$ cat src/hw/swe_pkg.sv
package swe_pkg;

  localparam int NUM_PINS = 11;

  // register byte offsets
  localparam logic [11:0] OFF_PINCFG  = 12'h000;
  localparam logic [11:0] OFF_LEDCFG  = 12'h004;
  localparam logic [11:0] OFF_WAKE    = 12'h008;
  localparam logic [11:0] OFF_PMCTL   = 12'h00c;
  localparam logic [11:0] OFF_IRQSTS  = 12'h010;
  localparam logic [11:0] OFF_MACWAKE = 12'h014;
  localparam logic [11:0] OFF_STATE   = 12'h018;

  // power management control fields
  localparam int PM_WAKE_STATUS_FIELD_LSB  = 0;
  localparam int PM_ENERGY_WAKE_ENABLE     = 2;
  localparam int PM_NETWORK_WAKE_ENABLE    = 3;
  localparam int PM_SUS_LSB   = 4;
  // wake register fields
  localparam int WK_POL_LSB   = 16;
  localparam int WK_LINKUP_EN = 31;
  // mac wake control fields
  localparam int MW_EXACT_ADDR_WAKE_ENABLE   = 0;
  localparam int MW_BROADCAST_WAKE_ENABLE  = 1;
  localparam int MW_PFDA_FR   = 8;
  localparam int MW_BCAST_FR  = 9;
  // pin control layout: pins 8..10 use ctl [2y+1:2y], dir at 8+y
  localparam int LED_DIR_LSB  = 8;

  localparam logic [31:0] RST_ZERO = 32'h0000_0000;

  typedef enum logic [1:0] {
    SUS_FIRST  = 2'b00,
    SUS_SECOND = 2'b01,
    SUS_THIRD  = 2'b10,
    SUS_FOURTH = 2'b11
  } swe_sus_t;

  typedef enum logic [1:0] {
    ST_NORMAL  = 2'b01,
    ST_SUSPEND = 2'b10
  } swe_pwr_t;

endpackage : swe_pkg

$ cat src/hw/swe_pin_sync.sv
`timescale 1ns/10ps
`default_nettype none
module swe_pin_sync
  import swe_pkg::*;
(
  input  wire logic                pclk,
  input  wire logic                presetn,
  input  wire logic [NUM_PINS-1:0] pin_in,
  output logic      [NUM_PINS-1:0] pin_sync
);

  typedef struct packed {
    logic [NUM_PINS-1:0] s1;
    logic [NUM_PINS-1:0] s2;
  } swe_sync_t;

  swe_sync_t st_r;
  swe_sync_t st_nxt;

  // first stage feeds only the second stage
  always_comb begin
    st_nxt    = st_r;
    st_nxt.s1 = pin_in;
    st_nxt.s2 = st_r.s1;
  end

  always_ff @(posedge pclk or negedge presetn) begin
    if (!presetn) begin
      st_r <= '0;
    end else begin
      st_r <= st_nxt;
    end
  end

  assign pin_sync = st_r.s2;

endmodule : swe_pin_sync
`default_nettype wire

$ cat src/hw/swe_wake_ctrl.sv
// Notes on behaviour
// - pin wakes only when enabled and level equals its polarity
// - enabled pin event in suspend returns to normal and raises wake
// - per-pin sticky status bits for pins 0..10
// - exact-address and broadcast wake each have an enable bit
// - status bit 1 wakes immediately; clear refused while MAC event high
// - network wake only in the first suspend state, code 00b
// - suspend mode field keeps its value after wake
// - in energy power-down PHY raises interrupt on line activity
// - status bit 0 wakes immediately; stays set while PHY irq high
// - energy wake uses second suspend state, code 01b
// - energy sensed in second state returns to normal with wake
// - link-up wake needs link-up enable and pin 7 enable
// - set pin 7 status causes immediate wake
// - link-up wake allowed in first or fourth suspend state
// - link-up sets pin 7 status, returns to normal, raises wake
// - in link-up use, external pin 7 level is ignored
// - mode codes 00b, 01b, 11b; network first, energy second only
//
// The implementer's own choices: the placing of the registers and the APB register port.
`timescale 1ns/10ps
`default_nettype none
module swe_wake_ctrl
  import swe_pkg::*;
(
  input  wire logic                pclk,
  input  wire logic                presetn,
  input  wire logic                psel,
  input  wire logic                penable,
  input  wire logic                pwrite,
  input  wire logic [11:0]         paddr,
  input  wire logic [31:0]         pwdata,
  input  wire logic [3:0]          pstrb,
  output logic      [31:0]         prdata,
  output logic                     pready,
  output logic                     pslverr,
  input  wire logic [NUM_PINS-1:0] pin_in,
  input  wire logic                suspend_req,
  input  wire logic                mac_wake_event,
  input  wire logic                mac_pfda_match,
  input  wire logic                mac_bcast_match,
  input  wire logic                transceiver_irq_flag,
  input  wire logic                phy_link_up,
  output logic                     energy_powerdown_bit,
  output logic                     remote_wake,
  output logic                     in_suspend
);

  typedef struct packed {
    logic [31:0] pincfg;
    logic [31:0] ledcfg;
    logic [31:0] wake;
    logic [1:0]  wake_status_field;
    logic        energy_wake_enable;
    logic        network_wake_enable;
    swe_sus_t    sus_mode;
    logic [NUM_PINS-1:0] pin_sts;
    logic        exact_addr_wake_enable;
    logic        broadcast_wake_enable;
    logic        pfda_fr;
    logic        bcast_fr;
    swe_pwr_t    pwr;
    logic        wake_out;
    logic [31:0] rdata;
    logic        link_prev;
    logic        ack;
  } swe_state_t;

  swe_state_t st_r;
  swe_state_t st_nxt;

  logic [NUM_PINS-1:0] pin_sync;
  logic [NUM_PINS-1:0] pin_en;
  logic [NUM_PINS-1:0] pin_hit;
  logic [NUM_PINS-1:0] pin_lvl;
  logic [NUM_PINS-1:0] pin_clr;
  logic [31:0]         wmask;
  logic                wr_acc;
  logic                rd_acc;
  logic                link_rise;
  logic                any_wake;
  logic                sus_allow_wol;
  logic                sus_allow_ed;
  logic                sus_allow_link;
  logic [31:0]         rd_val;
  logic                mapped;
  logic                access;

  // synchronise pins before any comparison
  // two-stage synchroniser
  swe_pin_sync u_sync (
    .pclk     (pclk),
    .presetn  (presetn),
    .pin_in   (pin_in),
    .pin_sync (pin_sync)
  );

  function automatic logic [31:0] byte_mask(input logic [3:0] s);
    byte_mask = {{8{s[3]}}, {8{s[2]}}, {8{s[1]}}, {8{s[0]}}};
  endfunction : byte_mask

  function automatic logic [31:0] merge(input logic [31:0] old_v,
                                        input logic [31:0] new_v,
                                        input logic [31:0] m);
    merge = (old_v & ~m) | (new_v & m);
  endfunction : merge

  function automatic logic hit(input logic [11:0] off);
    hit = (paddr == off);
  endfunction : hit

  // read data is latched in the first access cycle and handed over in
  // the second, where pready is high and a write lands
  assign access = psel & penable;
  assign wr_acc = access & pwrite & st_r.ack;
  assign rd_acc = access & ~pwrite & ~st_r.ack;
  assign wmask  = byte_mask(pstrb);

  always_comb begin
    rd_val = RST_ZERO;
    mapped = 1'b1;
    if (hit(OFF_PINCFG)) begin
      rd_val = st_r.pincfg;
    end else if (hit(OFF_LEDCFG)) begin
      rd_val = st_r.ledcfg;
    end else if (hit(OFF_WAKE)) begin
      rd_val = st_r.wake;
    end else if (hit(OFF_PMCTL)) begin
      rd_val[PM_WAKE_STATUS_FIELD_LSB +: 2] = st_r.wake_status_field;
      rd_val[PM_ENERGY_WAKE_ENABLE]         = st_r.energy_wake_enable;
      rd_val[PM_NETWORK_WAKE_ENABLE]        = st_r.network_wake_enable;
      rd_val[PM_SUS_LSB +: 2]  = st_r.sus_mode;
    end else if (hit(OFF_IRQSTS)) begin
      rd_val[NUM_PINS-1:0] = st_r.pin_sts;
    end else if (hit(OFF_MACWAKE)) begin
      rd_val[MW_EXACT_ADDR_WAKE_ENABLE]  = st_r.exact_addr_wake_enable;
      rd_val[MW_BROADCAST_WAKE_ENABLE] = st_r.broadcast_wake_enable;
      rd_val[MW_PFDA_FR]  = st_r.pfda_fr;
      rd_val[MW_BCAST_FR] = st_r.bcast_fr;
    end else if (hit(OFF_STATE)) begin
      rd_val[0] = (st_r.pwr == ST_SUSPEND);
      rd_val[1] = st_r.wake_out;
    end else begin
      // unmapped reads return zero and raise pslverr
      mapped = 1'b0;
    end
  end

  // per-pin enable and level after polarity
  always_comb begin
    pin_en = st_r.wake[NUM_PINS-1:0];
    for (int i = 0; i < NUM_PINS; i++) begin
      pin_lvl[i] = pin_sync[i] ~^ st_r.wake[WK_POL_LSB + i];
    end
    // pin 7 level ignored in link-up use
    // pin 7 then follows the internal link indication only
    if (st_r.wake[WK_LINKUP_EN]) begin
      pin_lvl[7] = 1'b0;
    end
    pin_hit = pin_en & pin_lvl;
  end

  // rising link is the event; a link that stays up never wakes
  assign link_rise = phy_link_up & ~st_r.link_prev;

  assign sus_allow_wol  = (st_r.sus_mode == SUS_FIRST);
  assign sus_allow_ed   = (st_r.sus_mode == SUS_SECOND);
  // link-up in first or fourth state
  assign sus_allow_link = (st_r.sus_mode == SUS_FIRST) |
                          (st_r.sus_mode == SUS_FOURTH);

  always_comb begin
    st_nxt           = st_r;
    st_nxt.link_prev = phy_link_up;
    st_nxt.wake_out  = 1'b0;
    // ack marks the second access cycle and drops with the transfer
    st_nxt.ack       = access & ~st_r.ack;
    pin_clr          = '0;
    if (rd_acc) begin
      st_nxt.rdata = rd_val;
    end
    if (wr_acc) begin
      unique case (1'b1)
        hit(OFF_PINCFG): st_nxt.pincfg = merge(st_r.pincfg, pwdata, wmask);
        hit(OFF_LEDCFG): st_nxt.ledcfg = merge(st_r.ledcfg, pwdata, wmask);
        hit(OFF_WAKE):   st_nxt.wake   = merge(st_r.wake, pwdata, wmask);
        hit(OFF_PMCTL): begin
          if (pstrb[0]) begin
            // write one clears status bits
            st_nxt.wake_status_field     = st_r.wake_status_field & ~pwdata[PM_WAKE_STATUS_FIELD_LSB +: 2];
            st_nxt.energy_wake_enable    = pwdata[PM_ENERGY_WAKE_ENABLE];
            st_nxt.network_wake_enable   = pwdata[PM_NETWORK_WAKE_ENABLE];
            st_nxt.sus_mode = swe_sus_t'(pwdata[PM_SUS_LSB +: 2]);
          end
        end
        hit(OFF_IRQSTS): begin
          pin_clr = pwdata[NUM_PINS-1:0] & wmask[NUM_PINS-1:0];
        end
        hit(OFF_MACWAKE): begin
          if (pstrb[0]) begin
            st_nxt.exact_addr_wake_enable  = pwdata[MW_EXACT_ADDR_WAKE_ENABLE];
            st_nxt.broadcast_wake_enable = pwdata[MW_BROADCAST_WAKE_ENABLE];
          end
          // received flags clear by writing ones on lane 1
          if (pstrb[1]) begin
            st_nxt.pfda_fr  = st_r.pfda_fr & ~pwdata[MW_PFDA_FR];
            st_nxt.bcast_fr = st_r.bcast_fr & ~pwdata[MW_BCAST_FR];
          end
        end
        default: ;
      endcase
    end
    // sticky pin status, set beats clear
    st_nxt.pin_sts = (st_r.pin_sts & ~pin_clr) | pin_hit;
    // link-up sets pin 7 status only where the mode admits it
    if (st_r.wake[WK_LINKUP_EN] & st_r.wake[7] & link_rise &
        sus_allow_link) begin
      st_nxt.pin_sts[7] = 1'b1;
    end
    if (st_r.exact_addr_wake_enable & mac_pfda_match) begin
      st_nxt.pfda_fr = 1'b1;
    end
    if (st_r.broadcast_wake_enable & mac_bcast_match) begin
      st_nxt.bcast_fr = 1'b1;
    end
    // bit 1 held while MAC event high
    if (mac_wake_event) begin
      st_nxt.wake_status_field[1] = 1'b1;
    end
    // bit 0 held while PHY irq high
    if (transceiver_irq_flag) begin
      st_nxt.wake_status_field[0] = 1'b1;
    end
    unique case (st_r.pwr)
      ST_NORMAL: begin
        if (suspend_req) begin
          st_nxt.pwr = ST_SUSPEND;
        end
      end
      ST_SUSPEND: begin
        if (any_wake) begin
          // back to normal with wake request
          st_nxt.pwr      = ST_NORMAL;
          st_nxt.wake_out = 1'b1;
        end
      end
      default: st_nxt.pwr = ST_NORMAL;
    endcase
  end

  // a set status bit wakes at once, so pending events must be cleared
  always_comb begin
    any_wake = 1'b0;
    // stored pin status wakes, including pin 7
    if (|st_r.pin_sts) begin
      any_wake = 1'b1;
    end
    if (sus_allow_link & st_r.wake[WK_LINKUP_EN] & st_r.wake[7] &
        link_rise) begin
      any_wake = 1'b1;
    end
    if (sus_allow_wol & st_r.network_wake_enable & st_r.wake_status_field[1]) begin
      any_wake = 1'b1;
    end
    if (sus_allow_ed & st_r.energy_wake_enable & st_r.wake_status_field[0]) begin
      any_wake = 1'b1;
    end
  end

  always_ff @(posedge pclk or negedge presetn) begin
    if (!presetn) begin
      st_r      <= '0;
      st_r.pwr  <= ST_NORMAL;
    end else begin
      st_r <= st_nxt;
    end
  end

  assign prdata  = st_r.rdata;
  // one wait state so read data comes from a flop
  assign pready  = access & st_r.ack;
  // error only qualifies the completing cycle, paired with pready
  assign pslverr = pready & ~mapped;
  assign remote_wake = st_r.wake_out;
  assign in_suspend  = (st_r.pwr == ST_SUSPEND);
  // PHY powered down while armed for energy in suspend
  assign energy_powerdown_bit = in_suspend & st_r.energy_wake_enable & sus_allow_ed;

endmodule : swe_wake_ctrl
`default_nettype wire

$ cat config.mk
export PLATFORM = sky130hd
export DESIGN_NAME = swe_wake_ctrl
export DESIGN_NICKNAME = d
export VERILOG_FILES = /design/src/hw/swe_pkg.sv /design/src/hw/swe_pin_sync.sv /design/src/hw/swe_wake_ctrl.sv
export SDC_FILE = /design/constraint.sdc
export NUM_CORES = 1
export LEC_CHECK = 0
export BUFFER_PORTS_ARGS = -buffer_cell sky130_fd_sc_hd__buf_2
export CORE_UTILIZATION = 45
export DETAILED_ROUTE_END_ITERATION = 16
export GPL_TIMING_DRIVEN = 1
export PLACE_DENSITY = 0.67
export SLEW_MARGIN = 20
export SYNTH_ARGS = -nofsm -noshare
export SYNTH_HDL_FRONTEND = slang
export SYNTH_HIERARCHICAL = 1
export SYNTH_SLANG_ARGS = --single-unit
$ cat constraint.sdc
create_clock -name pclk -period 2.4 [get_ports pclk]
set_input_delay 0.12 -clock pclk [delete_from_list [all_inputs] [get_ports pclk]]
set_output_delay 0.12 -clock pclk [all_outputs]
set_load 0.01 [all_outputs]
==> results of run 1 <==
per-layer routing:
metal  GRT usage  part of all wire
met1      0.3118              0.45
met2      0.3578              0.47
met3     0.05238             0.064
met4      0.1011             0.025
met5           0                 0
worst max-delay path by stage:
stage	endpoint	slack, ns	depth (start not counted)
after detailed placement	flip-flop	0.20	5
after CTS	flip-flop	0.39	5
after floorplan	flip-flop	0.30	6
final	flip-flop	0.35	5
after global routing	flip-flop	0.29	5
after global placement	flip-flop	0.22	5
critical path: stages (launching register included):
cell	delay [ns]
dfrtp_1	0.44
and4_1	0.42
nand2_1	0.26
nor3_2	0.21
buf_4	0.23
mux2_2	0.36
cells by family after synthesis:
family / after synthesis / share of synthesized area
buffers and inverters: 63 / 0.04658
AO/OA/AOI/OAI: 105 / 0.09065
flip-flops: 176 / 0.5522
XOR/XNOR: 11 / 0.01208
adder cells (fa/ha/maj): 2 / 0.003136
AND/OR/NAND/NOR: 139 / 0.1027
multiplexers: 129 / 0.1926
power breakdown:
part | switching, W | internal (W)
registers | 0.0000734 | 0.00310
logic | 0.000355 | 0.000276
clock network | 0.00126 | 0.00157
total | 0.00169 | 0.00495
through the flow:
step	util	instances
after floorplan	-	625
after detailed placement	0.5020	924
after CTS	0.5632	1002
after global placement	0.5020	924
final	0.5632	1002
after global routing	0.5632	1002
synth_stat cells (3+ instances only):
cell	n
dfrtp_1	175
mux2_2	100
a21oi_1	34
buf_4	33
nor2_1	33
a22oi_1	26
nand3_1	25
mux2_4	24
nand2_1	20
clkbuf_1	19
a22o_1	12
xnor2_1	10
nand2b_1	8
nor4_1	7
nor3_1	6
o32ai_1	6
and3_1	5
mux2i_1	5
a221oi_1	4
a31oi_1	4
o22ai_1	4
a21o_1	3
buf_1	3
buf_2	3
inv_1	3
nand4_1	3
nor2_8	3
nor2b_1	3
nor3_2	3
o21ai_0	3
area by class of cell:
cell class | count | area [sq um]
multi-input combinational | 386 | 3216
timing repair buffer | 179 | 1225
inverter | 4 | 15.01
clock buffer | 17 | 425.4
tap | 225 | 281.5
clock inverter | 15 | 172.7
fill | 1464 | 7556
sequential | 176 | 4405
what timing repair did:
| action | 4_1_cts | 5_1_grt |
|---|---|---|
| endpoints found under the setup margin | 0 | 0 |
| hold endpoints to repair | 147 | 0 |
| hold buffers | 46 | 0 |
==> results, run 1 <==
- In the global route stage, overall resource usage came out at 0.2311.
- The kind of start point of the critical path is a flip-flop.
- The count of flip-flops with a built-in enable after synthesis is 0.
- In the layout the commonest cells are dfrtp_1 (175), buf_2 (105), mux2_2 (100).
- The number of top-level design ports is 107.
- The placed instances occupy a cell area of 8682 sq um.
- Once layout is done, the placed cells without fillers occupy 9741 sq um.
- STA puts the critical path data required time at 2.72 ns.
- In this run the power density over the cells is 681.2 nW/um^2.
- The H-tree depth reported by CTS is 4.
- The first global-routing pass estimated 31770 microns of wire.
- The count of input and output buffers is 106.
- The total via count in the routed design is 5628.
- In this run the core area contains 48 standard-cell rows.
- STA puts the critical path data arrival time at 2.37 ns.
- In the finished design, the share of the clock period the worst path needs comes to 0.8538.
- VDD sags by at most 0.0004435 V.
- The synthesized netlist cell count is 625.
- The synthesized area per cell is 12.76 sq um.
- At the end of routability-driven placement, the weighted congestion stood at 0.8554.
- Tracing the worst setup path back leads to its startpoint at st_r[0]$_DFF_PN0_.
- The hold path startpoint is pwdata[4].
- After detailed routing, the average wire length per cell comes to 19.90 microns.
- The count of cell types in the netlist is 57.
- The average vias per placed instance is 5.617.
- The tool flagged a number of max-cap violations equal to 0.
- The first detailed-routing pass took 5 iterations.
- Setup repair after global routing left no endpoint under its margin.
- The share of synthesized registers carrying an async set or reset is 1.000.
- For this run, the register share of the synthesized area comes to 0.5522.
- For this run the aggregate overflow at the end of global routing stands at 0.
- The cell accounting for the most synthesized area is dfrtp_1.
- For the worst flop-to-flop path, the logic depth is 5.
- The number of antenna violations at the first check in global routing is 0.
- Compared with the post-synthesis result, the final layout area differs by 22.10%.
- The worst setup path is captured at a flip-flop.
- Entering global routing, the biggest net connects 81 pins.
- After synthesis the cells add up to 7978 sq um.
- The worst hold path belongs to the class in -> reg.
- The HPWL after detailed placement is 13860 microns.
- The clock reaches the later pin of the worst-skew pair after 0.44 ns.
- The core region is 17300 sq um.
- The number of register bits inferred by synthesis is 176.
- Among all flip-flop cells after synthesis, the most frequent one is dfrtp_1.
- Summed over all cells, the static leakage comes to 4.638 nW.
- The flow ran to the end, and the final reports show no timing, DRC or antenna violations.
- The final hold violation count is 0.
- Power comes to 0.006636 W.
- The die covers 18260 sq um.
- Measured against its own limit, the worst slew margin works out to 0.5729.
- The post-detailed-route DRC marker count is 0.
- The startpoint identified for the worst register-to-register timing path is st_r[0]$_DFF_PN0_.
- At the placement stage, the worst setup path has a slack of 0.1992 ns.
- The setup total negative slack is 0 ns.
- The largest buffer count on any clock path is 2.
- Counting every net in the synthesized netlist gives 697.
- Yosys printed 6 warnings.
- The worst reg-to-reg setup slack is 0.35 ns.
- TritonCTS built the clock tree.
- The share of post-route cells with drive strength above 1 is 0.3912.
- The total wirelength of the detailed-routed design is 19940 microns.
- The number of nets at the end of the flow is 836.
- The number of sinks handled by clock tree synthesis is 176.
- The critical path in this run is classified as reg -> reg.
- The achievable frequency is 0.4880 GHz.
- The hold path depth is 2.
- The number of global-route vias before repair is 5809.
- The height of the chip is 135.1 microns.
- In this run the horizontal extent of the chip is 135.1 microns.
- The minimum setup slack in the final design is 0.3510 ns.
- The initial utilization of the core area, before any placement, comes to 0.4612.
- The final critical path time including I/O delays and setup is 2.049 ns.
- The initial DRC count is 403.
- Once detail routing completed, the nets flagged for antenna violations numbered 0.
- The clock root buffer master is clkbuf_16.
- Gates resized during post-CTS repair numbered 0.
- The number of antenna diodes in the final layout is 0.
- At the pin with the least slew margin, the transition time is 0.6348 ns.
- In this run the worst path has a maximum fanout of 8.
- The portion of synthesized cell area occupied by the leading cell type is 0.5489.
- Leaving out fill and tap cells, the most frequent cell in the layout is dfrtp_1.
- The count of final max-slew check failures came to 0.
- Clock-pin slew was measured on the worst setup and hold paths at 0.07 ns.
- Hold is met by 0.01541 ns.
- The clock arrives with 0.008668 ns of skew.
- Setup violations remaining at the end of the flow were counted as 0.
- In the post-synthesis netlist, the biggest area contributors are dfrtp_1 (55%), mux2_2 (14%), mux2_4 (4.5%).
- Post-CTS timing repair inserted 0 buffers for setup.
- Counting the buffers created by CTS gives 17.
No activity file was read; power rests on OpenSTA's default activity.
==> run 2, diff against run 1 <==
- ABC_AREA: default -> 1
==> results, run 2 <==
- The starting density of the core is 0.4606 (was 0.4612).
- The number of fill cells is 1514 (was 1464).
- The cell accounting for the most synthesized area is dfrtp_1 (unchanged).
- The proportion of synthesized chip area in sequential cells is 0.5767 (was 0.5522).
- The final critical path time including I/O delays and setup was 1.887 ns (was 2.049 ns).
- The count of final max-slew check failures is 0 (unchanged).
- The global routing usage summed across all routing layers is 0.2232 (was 0.2311).
- The maximum number of pins on one net before global-route repair is 60 (was 81).
- The required time of the critical path came to 2.71 ns (was 2.72 ns).
- The most frequent cell after synthesis is nand2_1 (was dfrtp_1).
- The number of register bits inferred by synthesis came to 176 (unchanged).
- The number of global-route vias before repair was 5944 (was 5809).
- The worst-skew pair later-pin latency is 0.43 ns (was 0.44 ns).
- The area taken by flip-flops and latches came to 4405 sq um (unchanged).
- The power after layout is 0.006273 W (was 0.006636 W).
- The maximum fanout count along the critical path came to 9 (was 8).
- The TritonCTS clock tree is yes (unchanged).
- The leakage component of the power is 4.391 nW (was 4.638 nW).
- The total wirelength of the detailed-routed design is 18240 microns (was 19940 microns).
- The dominant register cell in the synthesized netlist was dfrtp_1 (unchanged).
- The clock-pin slew of the registers on the worst-case setup and hold paths is 0.06 ns (was 0.07 ns).
- Setup repair after global routing missed its margin: false (unchanged).
- The core area is 16580 sq um (was 17300 sq um).
- The average vias per placed instance came to 5.076 (was 5.617).
- The share of synthesized registers carrying an async set or reset is 1.000 (unchanged).
- Dominant cells by area after synthesis: dfrtp_1 (57%), nand2_1 (12%), o21ai_0 (5.7%) (was dfrtp_1 (55%), mux2_2 (14%), mux2_4 (4.5%)).
- The wire length of the first global-routing pass is 30150 microns (was 31770 microns).
- The type of the worst setup path was reg -> reg (unchanged).
- The synthesized area per cell is 8.903 sq um (was 12.76 sq um).
- The number of sinks handled by clock tree synthesis is 176 (unchanged).
- The initial DRC count is 524 (was 403).
- The worst reg-to-reg setup slack is 0.51 ns (was 0.35 ns).
- The maximum resistive drop on vdd is 0.0005266 V (was 0.0004435 V).
- The global route total overflow is 0 (unchanged).
- The hold path startpoint is pwdata[7] (was pwdata[4]).
- The count of flip-flops with a built-in enable after synthesis is 0 (unchanged).
- The largest buffer count on any clock path is 2 (unchanged).
- The number of buffers added by the clock tree synthesis step is 17 (unchanged).
- The die outline area is 17500 sq um (was 18260 sq um).
- The share of post-route cells with drive strength above 1 was 0.1791 (was 0.3912).
- The final worst clock skew is 0.009284 ns (was 0.008668 ns).
- The count of input and output buffers was 106 (unchanged).
- The layout overhead on the synthesized area is 21.03% (was 22.10%).
- The path depth of the worst reg2reg path is 9 (was 5).
- The width of the die came to 132.3 microns (was 135.1 microns).
- The first-pass iteration count of the detailed router came to 5 (unchanged).
- The total via count in the routed design is 6162 (was 5628).
- The number of antenna violations at the first check in global routing is 1 (was 0).
- The post-synthesis instance area is 7639 sq um (was 7978 sq um).
- Result of the run: completed (unchanged).
- The post-cts gate resize count came to 0 (unchanged).
- The per-cell routed wire length came to 15.02 microns (was 19.90 microns).
- The post-detailed-route DRC marker count is 0 (unchanged).
- The row count was 47 (was 48).
- The portion of synthesized cell area occupied by the leading cell type is 0.5733 (was 0.5489).
- The synthesized netlist cell count was 858 (was 625).
- The area of the multi-input gates is 2597 sq um (was 3216 sq um).
- The number of nets produced by synthesis came to 930 (was 697).
- The worst flop-to-flop path startpoint is st_r[0]$_DFF_PN0_ (unchanged).
- The critical path's largest stage delay was 0.49 ns (was 0.44 ns).
- The number of diodes was 0 (unchanged).
- The number of routed nets with antenna violations is 0 (unchanged).
- The cell type of the slowest stage on the worst timing path is nor2_1 (was dfrtp_1).
- The pre-CTS worst setup slack is 0.3698 ns (was 0.1992 ns).
- The final RePlAce weighted congestion is 0.8789 (was 0.8554).
- The kind of start point of the critical path is a flip-flop (unchanged).
- The placed wire-length estimate after detailed placement is 12880 microns (was 13860 microns).
- The max-cap violation count is 0 (unchanged).
- The worst hold margin is 0.02146 ns (was 0.01541 ns).
- The final worst-path cycle share is 0.7863 (was 0.8538).
- The height of the chip is 132.3 microns (was 135.1 microns).
- The number of nets at the end of the flow is 1054 (was 836).
- The capture point of the worst reg-to-reg path is st_r[57]$_DFFE_PN0P_.
- The worst slew margin relative to its limit is 0.6034 (was 0.5729).
- The number of buffers inserted by hold repair at cts came to 43 (was 46).
- The class of the worst hold path is in -> reg (unchanged).
- The H-tree depth reported by CTS is 4 (unchanged).
- The number of setup violations in the final report is 0 (unchanged).
- The worst-margin pin slew is 0.5928 ns (was 0.6348 ns).
- The kind of end point of the critical path was a flip-flop (unchanged).
- The cell area after placement is 8234 sq um (was 8682 sq um).
- The leading cell type in the layout, fill and taps excluded is nand2_1 (was dfrtp_1).
- The number of top-level design ports was 107 (unchanged).
- The clock root buffer master is clkbuf_16 (unchanged).
- The final hold violation count is 0 (unchanged).
- Highest-count cells in the layout ignoring fill and taps: nand2_1 (247), dfrtp_1 (175), buf_2 (105) (was dfrtp_1 (175), buf_2 (105), mux2_2 (100)).
- The number of setup buffers added after CTS is 0 (unchanged).
- The hold path depth is 3 (was 2).
- The total number of yosys warnings was 6 (unchanged).
- The minimum setup slack in the final design was 0.5128 ns (was 0.3510 ns).
- The cell area after layout is 9245 sq um (was 9741 sq um).
- The achievable frequency is 0.5299 GHz (was 0.4880 GHz).
- The cell area power density came to 678.5 nW/um^2 (was 681.2 nW/um^2).
- Most frequent cells after synthesis: nand2_1 (247), dfrtp_1 (175), o21ai_0 (87), inv_1 (63), nand3_1 (48) (was dfrtp_1 (175), mux2_2 (100), a21oi_1 (34), buf_4 (33), nor2_1 (33)).
- The arrival time reported for the critical path endpoint is 2.20 ns (was 2.37 ns).
- The setup total negative slack is 0 ns (unchanged).
- Cell chain of the critical path: inv_1, nor2_2, nand2_1, inv_2, nand2_1, nor2_1, inv_1, nor2_1, o21bai_1 (was and4_1, nand2_1, nor3_2, buf_4, mux2_2).
- The count of cell types in the netlist came to 34 (was 57).
run 2: cell count changes in the layout (fill, tap and decap cells not counted), moves of 24 or more:
cell	previous run	this run
a21oi_1	34	10
a22oi_1	26	0
inv_1	3	63
mux2_2	100	0
mux2_4	24	0
nand2_1	20	247
o21ai_0	3	87
o21ai_1	0	46
run 2: final cells by class:
type	instances	share of cell area
clock buffer	21	0.04872
sequential	176	0.4765
timing repair buffer	166	0.1211
tap	220	0.02977
inverter	71	0.02883
multi-input combinational	550	0.2810
clock inverter	10	0.01407
run 2: cell families after synthesis:
family | share of synthesized area
flops | 0.5767
compound gates | 0.1186
fa+ha+maj | 0.003275
buf+inv | 0.08387
simple gates | 0.2084
xor+xnor | 0.009173
run 2: metrics by stage:
| step | std cells | util |
|---|---|---|
| floorplan | 858 | - |
| global placement | 1140 | 0.4965 |
| finish | 1214 | 0.5575 |
| CTS | 1214 | 0.5575 |
| global route | 1214 | 0.5575 |
| detailed placement | 1140 | 0.4965 |
run 2: report_power, final:
part	internal, W	switching (W)
Combinational	0.000195	0.000248
Clock	0.00157	0.00116
Sequential	0.00305	0.0000467
run 2: worst max-delay path by stage:
stage / depth (start not counted) / slack, ns / to / start
detailed placement: 10 / 0.37 / flip-flop / paddr[8]
finish: 9 / 0.51 / st_r[57]$_DFFE_PN0P_ / st_r[0]$_DFF_PN0_
global route: 9 / 0.35 / st_r[57]$_DFFE_PN0P_ / st_r[0]$_DFF_PN0_
CTS: 9 / 0.51 / st_r[57]$_DFFE_PN0P_ / st_r[0]$_DFF_PN0_
floorplan: 9 / 0.84 / st_r[56]$_DFFE_PN0P_ / st_r[0]$_DFF_PN0_
global placement: 11 / 0.38 / flip-flop / paddr[8]
run 2: worst max-delay path: cells and delay by family (launching register included):
kind            cells  cell delay, ns
compound gates      1            0.07
buf+inv             3            0.35
flops               1            0.38
simple gates        5            0.99
run 2: per-layer routing:
metal / routed length (microns) / track usage
met5: 13 / 0
met4: 304 / 0.08110
met3: 991 / 0.04614
met1: 8810 / 0.3151
met2: 8117 / 0.3416
==> run 3, diff against run 2 <==
- ABC_AREA: 1 -> 0
- clock period: 2.4 -> 1.89 ns (I/O delays scaled with it)
==> results, run 3 (synthesized netlist as in run 1, its figures left out) <==
- Result of the run: completed (unchanged).
- The kind of cell adding the most delay to the critical path is simple AND/OR/NAND/NOR gates (unchanged).
- The initial DRC count is 378 (was 524).
- The worst flop-to-flop path startpoint is st_r[0]$_DFF_PN0_ (unchanged).
- The final critical path time including I/O delays and setup is 1.810 ns (was 1.887 ns).
- The power after layout is 0.008556 W (was 0.006273 W).
- The number of diodes came to 0 (unchanged).
- The layout overhead on the synthesized area is 27.15% (was 21.03%).
- The global route total overflow is 0 (unchanged).
- The wire length of the first global-routing pass is 33350 microns (was 30150 microns).
- The kind of start point of the critical path is a flip-flop (unchanged).
- The number of buffers and inverters on the critical path was 1 (was 3).
- The achievable frequency came to 0.5525 GHz (was 0.5299 GHz).
- Cell chain of the critical path: and4_4, nand2_1, nor3_4, buf_4, mux2_2 (was inv_1, nor2_2, nand2_1, inv_2, nand2_1, nor2_1, inv_1, nor2_1, o21bai_1).
- The maximum number of pins on one net before global-route repair was 61 (was 60).
- The die outline area is 18260 sq um (was 17500 sq um).
- The required time of the critical path was 2.21 ns (was 2.71 ns).
- The worst-margin pin slew is 0.5631 ns (was 0.5928 ns).
- The largest buffer count on any clock path is 2 (unchanged).
- The core area is 17300 sq um (was 16580 sq um).
- The final RePlAce weighted congestion is 0.8538 (was 0.8789).
- The clock-pin slew of the registers on the worst-case setup and hold paths is 0.07 ns (was 0.06 ns).
- The leakage component of the power came to 4.855 nW (was 4.391 nW).
- The critical path's largest stage delay is 0.41 ns (was 0.49 ns).
- The cell area after layout came to 10140 sq um (was 9245 sq um).
- The clock root buffer master is clkbuf_16 (unchanged).
- The TritonCTS clock tree is yes (unchanged).
- The maximum resistive drop on vdd is 0.0006654 V (was 0.0005266 V).
- The starting density of the core is 0.4612 (was 0.4606).
- The row count came to 48 (was 47).
- The number of buffers added by the clock tree synthesis step came to 17 (unchanged).
- The kind of end point of the critical path is a flip-flop (unchanged).
- The class of the worst hold path is in -> reg (unchanged).
- Setup repair after global routing missed its margin: false (unchanged).
- The number of routed nets with antenna violations is 0 (unchanged).
- The total wirelength of the detailed-routed design is 20890 microns (was 18240 microns).
- The number of setup buffers added after CTS is 0 (unchanged).
- The terminating pin of the worst hold path is st_r[39]$_DFFE_PN0P_.
- The width of the die is 135.1 microns (was 132.3 microns).
- The H-tree depth reported by CTS is 4 (unchanged).
- The number of sinks handled by clock tree synthesis is 176 (unchanged).
- The type of the worst setup path is reg -> reg (unchanged).
- The number of global-route vias before repair was 6121 (was 5944).
- The average vias per placed instance is 5.516 (was 5.076).
- The leading cell type in the layout, fill and taps excluded is dfrtp_1 (was nand2_1).
- The first-pass iteration count of the detailed router was 5 (unchanged).
- The share of post-route cells with drive strength above 1 is 0.4201 (was 0.1791).
- The worst-skew pair later-pin latency came to 0.44 ns (was 0.43 ns).
- The post-detailed-route DRC marker count came to 0 (unchanged).
- The total via count in the routed design is 5731 (was 6162).
- The per-cell routed wire length was 20.11 microns (was 15.02 microns).
- The cell area after placement was 9009 sq um (was 8234 sq um).
- The placed wire-length estimate after detailed placement is 14600 microns (was 12880 microns).
- The cell type of the slowest stage on the worst timing path is dfrtp_2 (was nor2_1).
- The worst reg-to-reg setup slack is 0.08 ns (was 0.51 ns).
- The arrival time reported for the critical path endpoint is 2.13 ns (was 2.20 ns).
- The final worst clock skew is 0.02339 ns (was 0.009284 ns).
- The height of the chip is 135.1 microns (was 132.3 microns).
- The number of antenna violations at the first check in global routing is 0 (was 1).
- Highest-count cells in the layout ignoring fill and taps: dfrtp_1 (174), buf_2 (105), mux2_2 (100) (was nand2_1 (247), dfrtp_1 (175), buf_2 (105)).
- The final worst-path cycle share is 0.9577 (was 0.7863).
- The final hold violation count is 0 (unchanged).
- The minimum setup slack in the final design came to 0.07998 ns (was 0.5128 ns).
- The count of final max-slew check failures is 0 (unchanged).
- The number of setup violations in the final report is 0 (unchanged).
- The pre-CTS worst setup slack came to -0.2760 ns (was 0.3698 ns).
- The worst hold margin is 0.007679 ns (was 0.02146 ns).
- The number of top-level design ports is 107 (unchanged).
- The count of input and output buffers is 106 (unchanged).
- The global routing usage summed across all routing layers is 0.2437 (was 0.2232).
- The max-cap violation count came to 0 (unchanged).
- The path depth of the worst reg2reg path is 5 (was 9).
- The cell area power density is 843.5 nW/um^2 (was 678.5 nW/um^2).
- The launch point of the worst path was st_r[0]$_DFF_PN0_ (unchanged).
- The number of nets at the end of the flow is 873 (was 1054).
- The hold path depth came to 3 (unchanged).
- The hold path startpoint is pwdata[1] (was pwdata[7]).
- The maximum fanout count along the critical path is 7 (was 9).
- The worst slew margin relative to its limit is 0.6217 (was 0.6034).
-- run 3: changes by cell type in the layout (fill, tap and decap cells not counted), sizes merged, moves of 26 or more --
cell	delta
mux2	+124
o21ai	-130
buf	+43
nand2	-232
a22oi	+26
inv	-64
nand3	-27
-- run 3: where the power goes --
group | internal [W] | total (W) | switching, W
Sequential | 0.00394 | 0.00403 | 0.0000930
Combinational | 0.000392 | 0.000851 | 0.000459
Clock | 0.00214 | 0.00367 | 0.00154
-- run 3: what timing repair did --
item	in CTS	in global routing
hold buffers	50	0
hold endpoints to repair	209	0
endpoints found under the setup margin	15	16
resized for setup	3	3
-- run 3: per-layer routing --
metal / GRT usage / wire length (microns) / vias up
li1: - / - / 2618
met1: 0.3121 / 9005 / 2928
met2: 0.4134 / 10560 / 158
met3: 0.04938 / 982 / 27
met4: 0.07803 / 340 / 0
met5: 0 / 0 / -
-- run 3: cell type report --
cell class | count | area [sq um]
repair buffers | 216 | 1588
well taps | 225 | 281.5
clock inverters | 14 | 177.7
inverters | 4 | 15.01
flip-flops and latches | 176 | 4407
multi-input cells | 386 | 3236
clock buffers | 18 | 439.2
fillers | 1416 | 7153
-- run 3: worst max-delay path by stage --
stage / endpoint / slack [ns] / depth (start not counted)
after floorplan: flip-flop / -0.13 / 6
after global placement: st_r[55]$_DFFE_PN0P_ / -0.26 / 7
after detailed placement: flip-flop / -0.28 / 8
after CTS: flip-flop / 0.04 / 5
after global routing: flip-flop / 0.02 / 5
final: flip-flop / 0.08 / 5
-- run 3: through the flow --
step | std cells | TNS (ns) | utilization
2_1_floorplan | 625 | -3.027 | -
3_3_place_gp | 957 | -15.07 | 0.5208
3_5_place_dp | 957 | -17.21 | 0.5208
4_1_cts | 1039 | 0 | 0.5859
5_1_grt | 1039 | 0 | 0.5864
6_report | 1039 | 0 | 0.5864
-- run 3: tightest hold or removal path, cell delays in order --
cell     delay, ns
buf_2         0.16
nand3_1       0.08
o21ai_0       0.07
